===== src/hw/sfp_pkg.sv =====
/*
 * Constants for the serial flash pin front end: sampling depth,
 * counter widths, power and protection encodings.
 * Assumes a single system clock domain that samples all link pins.
 */
package sfp_pkg;
    localparam int SYNC_STAGES   = 2;
    localparam int BIT_CNT_W     = 3;
    localparam int BYTE_CNT_W    = 16;
    localparam int PROT_W        = 3;
    localparam logic [2:0] PROT_RESET = 3'h0;
    localparam logic       LOCK_RESET = 1'h0;
    localparam logic [2:0] BIT_LAST   = 3'h7;

    typedef enum logic [1:0] {
        SFP_PWR_STANDBY = 2'b00,
        SFP_PWR_ACTIVE  = 2'b01,
        SFP_PWR_BUSY    = 2'b10
    } sfp_pwr_t;
endpackage


===== src/hw/sfp_sync.sv =====
/*
 * Two-flop synchroniser for a vector of asynchronous pins.
 * Assumes the pins are quasi-static relative to i_mclk.
 */
`timescale 1ns/1ps
`default_nettype none
module sfp_sync #(
    parameter int W = 1,
    parameter logic [W-1:0] INIT = '0
) (
    input  wire logic         i_mclk,
    input  wire logic         i_reset,
    input  wire logic         i_ce,
    input  wire logic [W-1:0] i_async,
    output logic      [W-1:0] o_sync
);
    logic [W-1:0] meta;
    logic [W-1:0] next_meta;
    logic [W-1:0] next_sync;

    always_comb
    begin
        next_meta = i_ce ? i_async : meta;
        next_sync = i_ce ? meta : o_sync;
    end

    always_ff @(posedge i_mclk or posedge i_reset)
    begin
        if (i_reset)
        begin
            meta   <= INIT;
            o_sync <= INIT;
        end
        else
        begin
            meta   <= next_meta;
            o_sync <= next_sync;
        end
    end
endmodule
`default_nettype wire


===== src/hw/sfp_front.sv =====
/*
 * Serial flash pin front end: samples the link pins with i_mclk,
 * shifts command bytes in, shifts reply bits out, handles select,
 * pause and write-protect freeze of the protect field.
 * Assumes the command decoder sits outside and the link clock is
 * much slower than i_mclk (link 800 ns, i_mclk 100 ns).
 */
`timescale 1ns/1ps
`default_nettype none
module sfp_front (
    input  wire logic                          i_mclk,
    input  wire logic                          i_reset,
    input  wire logic                          i_ce,
    input  wire logic                          i_serial_clk,
    input  wire logic                          i_chip_select_n,
    input  wire logic                          i_serial_data_in,
    input  wire logic                          i_pause_n,
    input  wire logic                          i_write_protect_n,
    input  wire logic                          i_cycle_busy,
    input  wire logic                          i_tx_bit,
    input  wire logic                          i_tx_enable,
    input  wire logic                          i_status_write,
    input  wire logic [sfp_pkg::PROT_W-1:0]    i_status_prot,
    input  wire logic                          i_status_lock,
    output logic                               o_serial_data_out,
    output logic                               o_serial_data_out_oe,
    output logic [7:0]                         o_rx_byte,
    output logic                               o_rx_valid,
    output logic                               o_tx_next,
    output logic [sfp_pkg::BYTE_CNT_W-1:0]     o_byte_count,
    output logic                               o_cmd_start,
    output logic                               o_cmd_end,
    output logic                               o_armed,
    output logic                               o_paused,
    output sfp_pkg::sfp_pwr_t                  o_power_mode,
    output logic                               o_protect_size_bit2,
    output logic                               o_protect_size_bit1,
    output logic                               o_protect_size_bit0,
    output logic                               o_status_write_lock
);
    logic [3:0] pins_s;
    logic       sclk;
    logic       csn;
    logic       sdi;
    logic       pausen;

    // Select starts low: a pin held low since power-up must not look like a fall
    sfp_sync #(.W(4), .INIT(4'h3)) u_sync (
        .i_mclk  (i_mclk),
        .i_reset (i_reset),
        .i_ce    (i_ce),
        .i_async ({i_serial_clk, i_chip_select_n, i_serial_data_in, i_pause_n}),
        .o_sync  (pins_s)
    );
    assign sclk   = pins_s[3];
    assign csn    = pins_s[2];
    assign sdi    = pins_s[1];
    assign pausen = pins_s[0];

    logic wp_m;
    logic wp_n;
    always_ff @(posedge i_mclk or posedge i_reset)
    begin
        if (i_reset)
        begin
            wp_m <= 1'b1;
            wp_n <= 1'b1;
        end
        else if (i_ce)
        begin
            wp_m <= i_write_protect_n;
            wp_n <= wp_m;
        end
    end

    // Edge history of synchronised pins
    logic sclk_d;
    logic csn_d;
    logic sclk_rise;
    logic sclk_fall;
    logic cs_fall;
    logic cs_rise;
    logic pause_now;
    assign sclk_rise = sclk & ~sclk_d;
    assign sclk_fall = ~sclk & sclk_d;
    assign cs_fall   = ~csn & csn_d;
    assign cs_rise   = csn & ~csn_d;

    // Pause taken only while selected; releases when pin returns high
    logic paused;
    logic next_paused;
    assign pause_now = paused | next_paused;

    // Link state
    logic [sfp_pkg::BIT_CNT_W-1:0]  bit_cnt;
    logic [7:0]                     shreg;
    logic [sfp_pkg::BYTE_CNT_W-1:0] byte_cnt;
    logic                           armed;
    logic                           sdo;
    logic                           sdo_oe;
    logic                           rx_valid;
    logic                           tx_next;
    logic                           cmd_start;
    logic                           cmd_end;
    logic [7:0]                     rx_byte;
    sfp_pkg::sfp_pwr_t              pwr;
    logic [sfp_pkg::PROT_W-1:0]     prot;
    logic                           lock;

    logic [sfp_pkg::BIT_CNT_W-1:0]  next_bit_cnt;
    logic [7:0]                     next_shreg;
    logic [sfp_pkg::BYTE_CNT_W-1:0] next_byte_cnt;
    logic                           next_armed;
    logic                           next_sdo;
    logic                           next_sdo_oe;
    logic                           next_rx_valid;
    logic                           next_tx_next;
    logic                           next_cmd_start;
    logic                           next_cmd_end;
    logic [7:0]                     next_rx_byte;
    sfp_pkg::sfp_pwr_t              next_pwr;
    logic [sfp_pkg::PROT_W-1:0]     next_prot;
    logic                           next_lock;

    always_comb
    begin
        next_paused    = paused;
        next_bit_cnt   = bit_cnt;
        next_shreg     = shreg;
        next_byte_cnt  = byte_cnt;
        next_armed     = armed;
        next_sdo       = sdo;
        next_sdo_oe    = sdo_oe;
        next_rx_valid  = 1'b0;
        next_tx_next   = 1'b0;
        next_cmd_start = 1'b0;
        next_cmd_end   = 1'b0;
        next_rx_byte   = rx_byte;
        next_prot      = prot;
        next_lock      = lock;

        if (csn)
            next_paused = 1'b0;
        else if (!pausen)
            next_paused = 1'b1;
        else
            next_paused = 1'b0;

        if (cs_fall)
        begin
            next_armed     = 1'b1;
            next_cmd_start = 1'b1;
        end

        if (cs_rise)
        begin
            // Partial bytes discarded; count is already zero when o_cmd_end pulses
            next_bit_cnt  = '0;
            next_byte_cnt = '0;
            next_cmd_end  = armed;
        end
        else if (!csn && armed && !pause_now)
        begin
            // Edges seen while paused are dropped, so the clock may toggle freely
            if (sclk_rise)
            begin
                next_shreg   = {shreg[6:0], sdi};
                next_bit_cnt = bit_cnt + 3'h1;
                if (bit_cnt == sfp_pkg::BIT_LAST)
                begin
                    next_rx_byte  = {shreg[6:0], sdi};
                    next_rx_valid = 1'b1;
                    next_byte_cnt = byte_cnt + 16'h0001;
                end
            end
            if (sclk_fall)
            begin
                next_sdo     = i_tx_bit;
                next_tx_next = 1'b1;
            end
        end

        next_sdo_oe = !csn && !pause_now && armed && i_tx_enable;

        if (!csn)
            next_pwr = sfp_pkg::SFP_PWR_ACTIVE;
        else if (i_cycle_busy)
            next_pwr = sfp_pkg::SFP_PWR_BUSY;
        else
            next_pwr = sfp_pkg::SFP_PWR_STANDBY;

        // Protect field and lock held while write protect is low
        if (i_status_write && wp_n)
        begin
            next_prot = i_status_prot;
            next_lock = i_status_lock;
        end
    end

    always_ff @(posedge i_mclk or posedge i_reset)
    begin
        if (i_reset)
        begin
            sclk_d    <= 1'b0;
            csn_d     <= 1'b0;
            paused    <= 1'b0;
            bit_cnt   <= '0;
            shreg     <= 8'h00;
            byte_cnt  <= '0;
            armed     <= 1'b0;
            sdo       <= 1'b0;
            sdo_oe    <= 1'b0;
            rx_valid  <= 1'b0;
            tx_next   <= 1'b0;
            cmd_start <= 1'b0;
            cmd_end   <= 1'b0;
            rx_byte   <= 8'h00;
            pwr       <= sfp_pkg::SFP_PWR_STANDBY;
            prot      <= sfp_pkg::PROT_RESET;
            lock      <= sfp_pkg::LOCK_RESET;
        end
        else if (i_ce)
        begin
            sclk_d    <= sclk;
            csn_d     <= csn;
            paused    <= next_paused;
            bit_cnt   <= next_bit_cnt;
            shreg     <= next_shreg;
            byte_cnt  <= next_byte_cnt;
            armed     <= next_armed;
            sdo       <= next_sdo;
            sdo_oe    <= next_sdo_oe;
            rx_valid  <= next_rx_valid;
            tx_next   <= next_tx_next;
            cmd_start <= next_cmd_start;
            cmd_end   <= next_cmd_end;
            rx_byte   <= next_rx_byte;
            pwr       <= next_pwr;
            prot      <= next_prot;
            lock      <= next_lock;
        end
    end

    assign o_serial_data_out    = sdo;
    assign o_serial_data_out_oe = sdo_oe;
    assign o_rx_byte            = rx_byte;
    assign o_rx_valid           = rx_valid;
    assign o_tx_next            = tx_next;
    assign o_byte_count         = byte_cnt;
    assign o_cmd_start          = cmd_start;
    assign o_cmd_end            = cmd_end;
    assign o_armed              = armed;
    assign o_paused             = paused;
    assign o_power_mode         = pwr;
    assign o_protect_size_bit2  = prot[2];
    assign o_protect_size_bit1  = prot[1];
    assign o_protect_size_bit0  = prot[0];
    assign o_status_write_lock  = lock;
endmodule
`default_nettype wire


===== config.mk =====
export PLATFORM = sky130hd
export DESIGN_NAME = sfp_front
export DESIGN_NICKNAME = d
export VERILOG_FILES = /design/src/hw/sfp_pkg.sv /design/src/hw/sfp_sync.sv /design/src/hw/sfp_front.sv
export SDC_FILE = /design/constraint.sdc
export NUM_CORES = 1
export LEC_CHECK = 0
export BUFFER_PORTS_ARGS = -buffer_cell sky130_fd_sc_hd__buf_2
export CORE_UTILIZATION = 58
export DETAILED_ROUTE_END_ITERATION = 16
export HOLD_SLACK_MARGIN = 0.02
export PLACE_DENSITY = 0.81
export SYNTH_ARGS = -nofsm -noshare
export SYNTH_HDL_FRONTEND = slang
export SYNTH_SLANG_ARGS = --single-unit

===== constraint.sdc =====
create_clock -name i_mclk -period 4.1 [get_ports i_mclk]
set_input_delay 0.82 -clock i_mclk [delete_from_list [all_inputs] [get_ports i_mclk]]
set_output_delay 0.82 -clock i_mclk [all_outputs]
set_load 0.01 [all_outputs]

==> summary.md, run 1 <==
| Metric | Value |
|---|---|
| Outcome | finished clean |
| DP Area | between 2000 and 3000 um^2 |
| Antenna violations before repair | 0 |
| Worst Path Required | around 4.3 ns |
| Maximum clock path buffer count | 2 |
| Yosys top cell area share | 0.509 |
| Least-Margin Pin Slew | roughly 0.81 ns |
| PwrDens | 438 nW/um^2 |
| Final Max Tran Viols | 0 |
| Number of flops mapped to enable cells by yosys | 0 |
| Hold Fails Final Rpt | 0 |
| Clk root buf | clkbuf_8 |
| Total gr overflow | 0 |
| Vias | approximately 2.0k |
| Slew margin rel. | 0.457 |
| # nets final | 310 |
| Max cap viols | 0 |
| Layout fillers | between 300 and 400 |
| Synth Instances | 236 |
| Worst Setup Start Kind | input pin |
| Avg Cell Area, Syn | around 11 um^2 |
| Finished Cell Area | ~3100 um^2 |
| Cts hold-fix bufs | 0 |
| Htree depth | 3 |
| Layout area overhead | 18.7% |
| Pre-antenna DRT Iters | 4 |
| Vias in the first global route | around 2.0k |
| Yosys reg bits | 60 |
| Final WL | 5.12 mm |
| Worst Setup End Kind | flip-flop |
| Synth area leaders | dfrtp_1, mux2_2, dfstp_2 |
| Core area | between 4000 and 5000 um^2 |
| Mapped cell area | about 2700 um^2 |
| TritonCTS Buffers | 9 |
| Arrival @ worst endpoint | 2.88 ns |
| Number of DRC violations after detailed-routing iteration 0 | 129 |
| Vias/cell | roughly 5.7 |
| Dpl hpwl | approximately 3.4 mm |
| Die Ht | just under 70 um |
| Final Setup Violations | 0 |
| Site Rows | 24 |
| Synth warnings | 0 |
| Post-synth ARST share | 1.00 |
| Synth Flop Type | dfrtp_1 |
| Antenna cells | 0 |
| Pleak | between 1.5 and 2 nW |
| FF-to-FF Start | u_sync.o_sync[2] |
| IO buf count | between 50 and 60 |
| Drt drc | 0 |
| Die Span X | ~70 um |
| Clock Latency Late Sink | roughly 0.33 ns |
| First-pass GRT wire length | between 8 and 9 mm |
| CTS tree | yes |
| Sequential fraction of the synthesis area | 0.569 |
| Most common cell in the netlist | dfrtp_1 |
| Setup repair bufs after CTS | 0 |
| Critical path's most frequent cell | nor2b_1 |
| I/O Pins | 54 |
| Fin Setup TNS | 0 ns |
| Routed wire per std cell | 14.7 um |
| Worst-path clk slew | 0.06 ns |
| Clk_skew | ~0.0077 ns |
| Hold path depth | 2 |
| RSZ-0062 raised after global routing | false |
| Netlist cell types | 43 |
| Net Count, Synth | ~260 |
| Post-cts sizing count | 0 |
| Starting Density | 0.605 |
| GRT Overall Usage | 0.236 |
| Crit Path Max Fanout | 22 |
| Max rail drop VDD | 0.309 mV |
| Ratio of cells with drive above 1 in the final layout | 0.351 |
| Crit path launch | i_ce |
| Final Wtd Congestion | approximately 0.77 |
| Achievable Freq | roughly 380 MHz |
| Fin crit period | 2.66 ns |
| Critical path class | input pin to flip-flop |
| Critical Path, Cell by Cell | buf_2, buf_4, nor2b_1, and4b_1, nor2b_1, mux2_2 |
| Hold_sp | o_rx_byte[6] |
| Area leader, netlist | dfrtp_1 |
| Min-Delay Path Class | flip-flop to flip-flop |
| Total clock sinks | 60 |
| Routed Antenna Nets | 0 |
| Largest net degree at the start of global routing | 39 |
| Die Area | 4850 um^2 |
| Tcrit/Tclk final | 0.649 |
| Most instantiated cells after synthesis | dfrtp_1, nand2_1, mux2_2 |
| Worst reg2reg path depth | 4 |
| Slowest-stage cell, CP | nor2b_1 |
| Largest stage delay, worst path | between 0.6 and 0.7 ns |
## power breakdown
group	leakage, nW	switching [mW]	total [mW]	internal [mW]
combinational	0.726	0.0816	0.172	0.0901
sequential	0.778	0.0491	0.708	0.659
clock	0.0997	0.213	0.498	0.285
total	1.60	0.344	1.38	1.03
## per-layer routing
layer  up-vias  wire length [um]  share of wire  track usage
li1        955                 -              -            -
met5         -                 0              0            0
met3        15               202          0.039       0.0509
met1       959              2330           0.45        0.301
met2        53              2460           0.48        0.379
met4         0               126          0.025        0.127
## sequential cells by signal, summed over array words and instances, names as in the netlist, 2 cells and up
| name | count |
|---|---|
| prot | 3 |
| bit_cnt | 3 |
| u_sync.o_sync | 4 |
| o_power_mode | 2 |
| o_byte_count | 16 |
| u_sync.meta | 4 |
| shreg | 7 |
| o_rx_byte | 8 |
## final timing paths
path	endpoint	slack, ns
max reg2reg	shreg[0]	1.81
min	o_rx_byte[6]	0.48
min reg2reg	o_rx_byte[6]	0.48
max	shreg[0]	1.44
min in group asynchronous	shreg[0]	0.62
max in group asynchronous	u_sync.meta[0]	2.65
## layout by cell type, fill, tap and decap left out, types with 3 or more instances in the layout
master and instances:
a21o_1 3, a21oi_1 7, a22o_1 6, and3_1 4, buf_2 53, buf_4 3, clkbuf_8 13, dfrtp_1 54
dfstp_2 6, ha_1 3, inv_1 6, mux2_2 25, nand2_1 42, nand3_1 11, nand4_1 4, nor2b_1 3
o211ai_1 4, o21ai_0 11, or3_1 3, or4_1 4
## cell type report
cell class,instances,area [um^2],share of cell area
inverter,8,30.0,0.00954
clock inverter,1,5.00,0.00159
clock buffer,15,186,0.0592
sequential,60,1510,0.479
multi-input combinational,156,1060,0.338
tap,52,65.1,0.0207
timing repair buffer,56,288,0.0914
## worst max-delay path, delay by kind of cell
kind | cells | cell delay (ns)
simple gates | 3 | 1.32
mux | 1 | 0.42
buf+inv | 2 | 0.30
## per-stage QoR
| step | hold slack, ns | setup WS, ns | utilization | instances | total power [mW] |
|---|---|---|---|---|---|
| after global routing | 0.510 | 1.32 | 0.718 | 348 | 1.43 |
| after floorplan | 0.435 | 1.81 | - | 236 | 0.822 |
| after detailed placement | 0.457 | 1.16 | 0.674 | 332 | 0.890 |
| after CTS | 0.477 | 1.46 | 0.718 | 348 | 1.39 |
| final | 0.475 | 1.44 | 0.718 | 348 | 1.38 |
| after global placement | 0.458 | 1.20 | 0.674 | 332 | 0.879 |
## logic make-up (layout without fill, tap and decap cells)
kind of cell / Yosys count / count (layout) / synth area share
mux: 27 / 27 / 0.114
flops: 60 / 60 / 0.569
simple gates: 88 / 88 / 0.178
compound gates: 38 / 38 / 0.0953
buf+inv: 20 / 80 / 0.0297
fa+ha+maj: 3 / 3 / 0.0142
(Power assumes the default switching activity.)
==> run 2, diff against run 1 <==
--- a/config.mk
+++ b/config.mk
@@ -6,10 +6,10 @@
 export NUM_CORES = 1
 export LEC_CHECK = 0
 export BUFFER_PORTS_ARGS = -buffer_cell sky130_fd_sc_hd__buf_2
-export CORE_UTILIZATION = 58
+export CORE_UTILIZATION = 49
 export DETAILED_ROUTE_END_ITERATION = 16
 export HOLD_SLACK_MARGIN = 0.02
-export PLACE_DENSITY = 0.81
+export PLACE_DENSITY = 0.72
 export SYNTH_ARGS = -nofsm -noshare
 export SYNTH_HDL_FRONTEND = slang
 export SYNTH_SLANG_ARGS = --single-unit
==> constraint.sdc (replaced) <==
create_clock -name i_mclk -period 2.4 [get_ports i_mclk]
set_input_delay 0.48 -clock i_mclk [delete_from_list [all_inputs] [get_ports i_mclk]]
set_output_delay 0.48 -clock i_mclk [all_outputs]
set_load 0.01 [all_outputs]
==> run 2 against run 1 <==
  * Sequential power up 69%
  * Combinational power up 72%
  * Core utilization down 8.8 points
  * Critical path type is now flip-flop to flip-flop
  * Setup slack worse by 0.92 ns
  * Cell area up 3.5%
  * Sequential share of layout area down 1.6 points
  * Die area up 18%
  * First-iteration DRC count down 14%
  * Register-to-register slack worse by 1.3 ns
  * Clock-buffer cell count down 5
  * Worst hold slack worse by 0.43 ns
  * Routed wire length up 0.23%
==> summary.md, run 2 (synthesis results as in run 1) <==
| Metric | Value |
|---|---|
| Outcome | finished clean |
| Max reg flops | 16 |
| GRT Overall Usage | 0.205 |
| Htree depth | 3 |
| Slew margin rel. | 0.708 |
| Starting Density | 0.513 |
| Core area | ~5200 um^2 |
| Total clock sinks | 60 |
| PwrDens | 805 nW/um^2 |
| Antenna cells | 0 |
| Site Rows | 26 |
| Worst Setup Start Kind | flip-flop |
| Worst Path Required | 2.67 ns |
| Crit path launch | bit_cnt[0] |
| Critical path class | flip-flop to flip-flop |
| Die Span X | between 70 and 80 um |
| Clk root buf | clkbuf_8 |
| Setup ws final | between 0.5 and 0.6 ns |
| Utilization after layout | 0.630 |
| Crit Path Max Fanout | 7 |
| Critical path's most frequent cell | ha_1 |
| Routed Antenna Nets | 0 |
| Critical Path, Cell by Cell | ha_1, ha_1, nand4b_1, or2_1, or4_1, nand3_1 |
| Die Ht | between 70 and 80 um |
| Total gr overflow | 0 |
| Worst-path clk slew | approximately 0.070 ns |
| CTS tree | yes |
| Achievable Freq | between 500 and 600 MHz |
| Drt drc | 0 |
| Final WL | a little over 5 mm |
| Final Wtd Congestion | roughly 0.80 |
| Final std cells w/o fill | 370 |
| Cts hold-fix bufs | 0 |
| Least-Margin Pin Slew | 0.438 ns |
| I/O Pins | 54 |
| Pleak | between 1.5 and 2 nW |
| Max rail drop VDD | 0.473 mV |
| Vias/cell | between 5 and 6 |
| Worst Setup End Kind | flip-flop |
| Fin crit period | roughly 1.9 ns |
| Clock Latency Late Sink | around 0.34 ns |
| Commonest non-fill, non-tap cell in the layout | dfrtp_1 |
| FF-to-FF Start | bit_cnt[0] |
| Ratio of cells with drive above 1 in the final layout | 0.367 |
| IO buf count | 53 |
| RSZ-0062 raised after global routing | false |
| Largest stage delay, worst path | 0.52 ns |
| Pre-antenna DRT Iters | 4 |
| Routed wire per std cell | ~14 um |
| Layout area overhead | 22.8% |
| Clk_skew | 0.0104 ns |
| Min-Delay Path Class | input pin to async pin |
| Cell family with most CP delay | simple AND/OR/NAND/NOR gates |
| First-pass GRT wire length | around 8.5 mm |
| Layout fillers | roughly 430 |
| TritonCTS Buffers | 9 |
| # nets final | 314 |
| Arrival @ worst endpoint | between 2 and 2.5 ns |
| Final Max Tran Viols | 0 |
| Pre-CTS WS | 0.496 ns |
| Number of DRC violations after detailed-routing iteration 0 | ~110 |
| Buffers plus inverters on the worst setup path | 0 |
| Dpl hpwl | roughly 3.5 mm |
| Die Area | about 5700 um^2 |
| Multi-input logic area | 1060 um^2 |
| Max cap viols | 0 |
| Final Setup Violations | 0 |
| Tcrit/Tclk final | 0.783 |
| Maximum clock path buffer count | 2 |
| Hold Fails Final Rpt | 0 |
| Placed insts | around 350 |
| Setup repair bufs after CTS | 0 |
| Vias in the first global route | about 1.9k |
| Most frequent cells in the layout | dfrtp_1, buf_2, nand2_1, mux2_2 |
| Vias | just under 2k |
| Fin Setup TNS | 0 ns |
| Post-cts sizing count | 0 |
| Antenna violations before repair | 0 |
| Largest net degree at the start of global routing | 32 |
| Seq. cell area | about 1500 um^2 |
| Slowest-stage cell, CP | or4_1 |
## run 2: layer usage
metal / track usage / routed length, um
met5: 0 / 0
met4: 0.0947 / 79
met3: 0.0635 / 192
met2: 0.337 / 2480
met1: 0.248 / 2380
## run 2: path summary, 6_finish.rpt
kind                       cells past startpoint  slack, ns                to
max                                            6       0.52  o_byte_count[15]
min                                            2       0.04           prot[0]
max reg2reg                                    6       0.52  o_byte_count[15]
min reg2reg                                    2       0.47      o_rx_byte[2]
max in group asynchronous                      3       1.67  u_sync.o_sync[1]
min in group i_mclk                            2       0.37           prot[1]
## run 2: layout make-up
| class | count | share of cell area |
|---|---|---|
| tap | 70 | 0.0269 |
| sequential | 60 | 0.463 |
| clock inverter | 6 | 0.0342 |
| inverter | 8 | 0.00922 |
| multi-input combinational | 156 | 0.327 |
| timing repair buffer | 60 | 0.0975 |
| clock buffer | 10 | 0.0422 |
## run 2: report_power, final
part	internal, mW	switching, mW
Combinational	0.158	0.138
Clock	0.718	0.405
Sequential	1.12	0.0788
Total	2.00	0.622
## run 2: metrics by stage
step / hold slack [ns] / power [mW] / instance area [um^2]
global placement: 0.397 / 1.51 / 3010
finish: 0.0441 / 2.62 / 3260
detailed placement: 0.398 / 1.52 / 3010
floorplan: 0.435 / 1.40 / 2650
global route: 0.0399 / 2.73 / 3260
CTS: 0.0264 / 2.65 / 3260
## run 2: worst reg2reg max path: stages, from the launching register on
cell and delay, ns:
dfrtp_1 0.36, ha_1 0.15, ha_1 0.16, nand4b_1 0.18
or2_1 0.35, or4_1 0.52, nand3_1 0.10
==> run 3, diff against run 2 <==
--- a/config.mk
+++ b/config.mk
@@ -6,10 +6,10 @@
 export NUM_CORES = 1
 export LEC_CHECK = 0
 export BUFFER_PORTS_ARGS = -buffer_cell sky130_fd_sc_hd__buf_2
-export CORE_UTILIZATION = 49
+export CORE_UTILIZATION = 54
 export DETAILED_ROUTE_END_ITERATION = 16
 export HOLD_SLACK_MARGIN = 0.02
-export PLACE_DENSITY = 0.72
+export PLACE_DENSITY = 0.76
 export SYNTH_ARGS = -nofsm -noshare
 export SYNTH_HDL_FRONTEND = slang
 export SYNTH_SLANG_ARGS = --single-unit
==> constraint.sdc (replaced) <==
create_clock -name i_mclk -period 1.8 [get_ports i_mclk]
set_input_delay 0.36 -clock i_mclk [delete_from_list [all_inputs] [get_ports i_mclk]]
set_output_delay 0.36 -clock i_mclk [all_outputs]
set_load 0.01 [all_outputs]
==> run 3 against run 2 <==
  * Worst hold slack improved by 0.058 ns
  * Routed wire length is 0.78% higher
  * Clock skew up 0.0016 ns
==> summary.md, run 3 (synthesis results as in run 1) <==
| Metric | Value |
|---|---|
| Outcome | finished clean |
| Site Rows | 25 |
| Tcrit/Tclk final | 0.957 |
| IO buf count | 53 |
| Combinational share of power | 0.136 |
| Final Setup Violations | 0 |
| Pleak | 1.69 nW |
| CTS tree | yes |
| Number of DRC violations after detailed-routing iteration 0 | 74 |
| Total gr overflow | 0 |
| Least-Margin Pin Slew | a little over 0.4 ns |
| Final Max Tran Viols | 0 |
| Worst-path clk slew | about 0.070 ns |
| Pre-antenna DRT Iters | 6 |
| Worst path depth | 6 |
| Routed Antenna Nets | 0 |
| Max cap viols | 0 |
| Max reg flops | 16 |
| Arrival @ worst endpoint | 1.99 ns |
| Hold WS | roughly 0.10 ns |
| Min-Delay Path Class | input pin to async pin |
| Placed insts | between 300 and 400 |
| Maximum clock path buffer count | 2 |
| P_sw | 816 uW |
| RSZ-0062 raised after global routing | true |
| DP Area | 3090 um^2 |
| Core area | ~4700 um^2 |
| Largest stage delay, worst path | 0.50 ns |
| Antenna violations before repair | 0 |
| Layout area overhead | 26.7% |
| Final std cells w/o fill | 376 |
| Worst Setup Start Kind | flip-flop |
| Htree depth | 3 |
| Worst reg2reg path depth | 6 |
| Max rail drop VDD | between 0.7 and 0.8 mV |
| GRT Overall Usage | 0.222 |
| Utilization after layout | 0.712 |
| Sequential power share | 0.467 |
| Finished Cell Area | 3360 um^2 |
| Largest net degree at the start of global routing | 34 |
| Vias/cell | around 5.4 |
| Buffers plus inverters on the worst setup path | 0 |
| PwrDens | between 1000 and 1500 nW/um^2 |
| Vias | roughly 2k |
| Slowest-stage cell, CP | or4_1 |
| Crit Path Max Fanout | 8 |
| Critical path class | flip-flop to flip-flop |
| Final WL | 5.17 mm |
| Clk pwr share | 0.397 |
| Most frequent cells in the layout | dfrtp_1, buf_2, nand2_1, mux2_2, buf_4 |
| Commonest non-fill, non-tap cell in the layout | dfrtp_1 |
| Starting Density | 0.562 |
| Sw Share | 0.238 |
| Ratio of cells with drive above 1 in the final layout | 0.401 |
| Die Area | 5200 um^2 |
| Total clock sinks | 60 |
| Die Ht | between 70 and 80 um |
| Tot Pwr | 3.42 mW |
| # nets final | about 320 |
| Fin crit period | about 1.7 ns |
| Cell family with most CP delay | simple AND/OR/NAND/NOR gates |
| Clk root buf | clkbuf_8 |
| Clk_skew | around 0.012 ns |
| Routed wire per std cell | ~14 um |
| Antenna cells | 0 |
| Die Span X | between 70 and 80 um |
| Achievable Freq | 580 MHz |
| Clock Latency Late Sink | between 0.3 and 0.4 ns |
| TritonCTS Buffers | 9 |
| Vias in the first global route | approximately 1.9k |
| Critical Path, Cell by Cell | ha_2, ha_4, nand4b_1, or2_4, or4_1, nand3_1 |
| Internal power | 2.61 mW |
| Dpl hpwl | between 3 and 4 mm |
| Worst Path Required | around 2.1 ns |
| Slew margin rel. | 0.727 |
| Drt drc | 0 |
| Worst Setup End Kind | flip-flop |
| First-pass GRT wire length | 8.73 mm |
| Hold Fails Final Rpt | 0 |
| I/O Pins | between 50 and 60 |
| Final Wtd Congestion | roughly 0.80 |
-- run 3: per-layer routing --
| layer | global-route usage | part of all wire | wire [um] | vias up |
|---|---|---|---|---|
| li1 | - | - | - | 985 |
| met3 | 0.0514 | 0.039 | 201 | 17 |
| met5 | 0 | 0 | 0 | - |
| met4 | 0.131 | 0.025 | 128 | 0 |
| met1 | 0.290 | 0.46 | 2370 | 982 |
| met2 | 0.342 | 0.48 | 2460 | 54 |
-- run 3: layout make-up --
cell class                      instances  area (um^2)
Clock buffer                           12          155
Tap cell                               67         83.8
Inverter                                8         33.8
Timing Repair Buffer                   69          410
Clock inverter                          4         72.6
Sequential cell                        60         1510
Multi-Input combinational cell        156         1100
Fill cell                             356         1360
-- run 3: path summary, 6_finish.rpt --
path	slack [ns]	start	to
max in group asynchronous	1.37	i_reset	o_byte_count[0]
min	0.10	i_reset	shreg[1]
min in group i_mclk	0.24	i_tx_enable	o_serial_data_out_oe
max reg2reg	0.08	bit_cnt[1]	o_byte_count[15]
max	0.08	bit_cnt[1]	o_byte_count[15]
min reg2reg	0.47	o_rx_byte[6]	o_rx_byte[6]
-- run 3: through the flow --
| step | setup slack, ns | TNS, ns |
|---|---|---|
| floorplan | 0.0240 | 0 |
| global placement | 0.0780 | 0 |
| detailed placement | 0.0333 | 0 |
| CTS | 0.0162 | 0 |
| global route | -0.0289 | -0.0560 |
| finish | 0.0766 | 0 |
-- run 3: power groups by stage --
stage | logic [mW] | registers, mW | clock network [mW]
6_report | 0.465 | 1.60 | 1.36
5_1_grt | 0.508 | 1.62 | 1.43
4_1_cts | 0.459 | 1.60 | 1.38
3_5_place_dp | 0.452 | 1.62 | 0
3_3_place_gp | 0.443 | 1.61 | 0
2_1_floorplan | 0.237 | 1.64 | 0
-- run 3: worst register-to-register path: stages (launching register included) --
cell	delay, ns
dfrtp_1	0.36
ha_2	0.19
ha_4	0.12
nand4b_1	0.10
or2_4	0.29
or4_1	0.50
nand3_1	0.09
-- run 3: what timing repair did --
item,CTS,global route
setup buffers,0,1
resized for setup,0,9
hold buffers,0,0
endpoints found under the setup margin,0,5
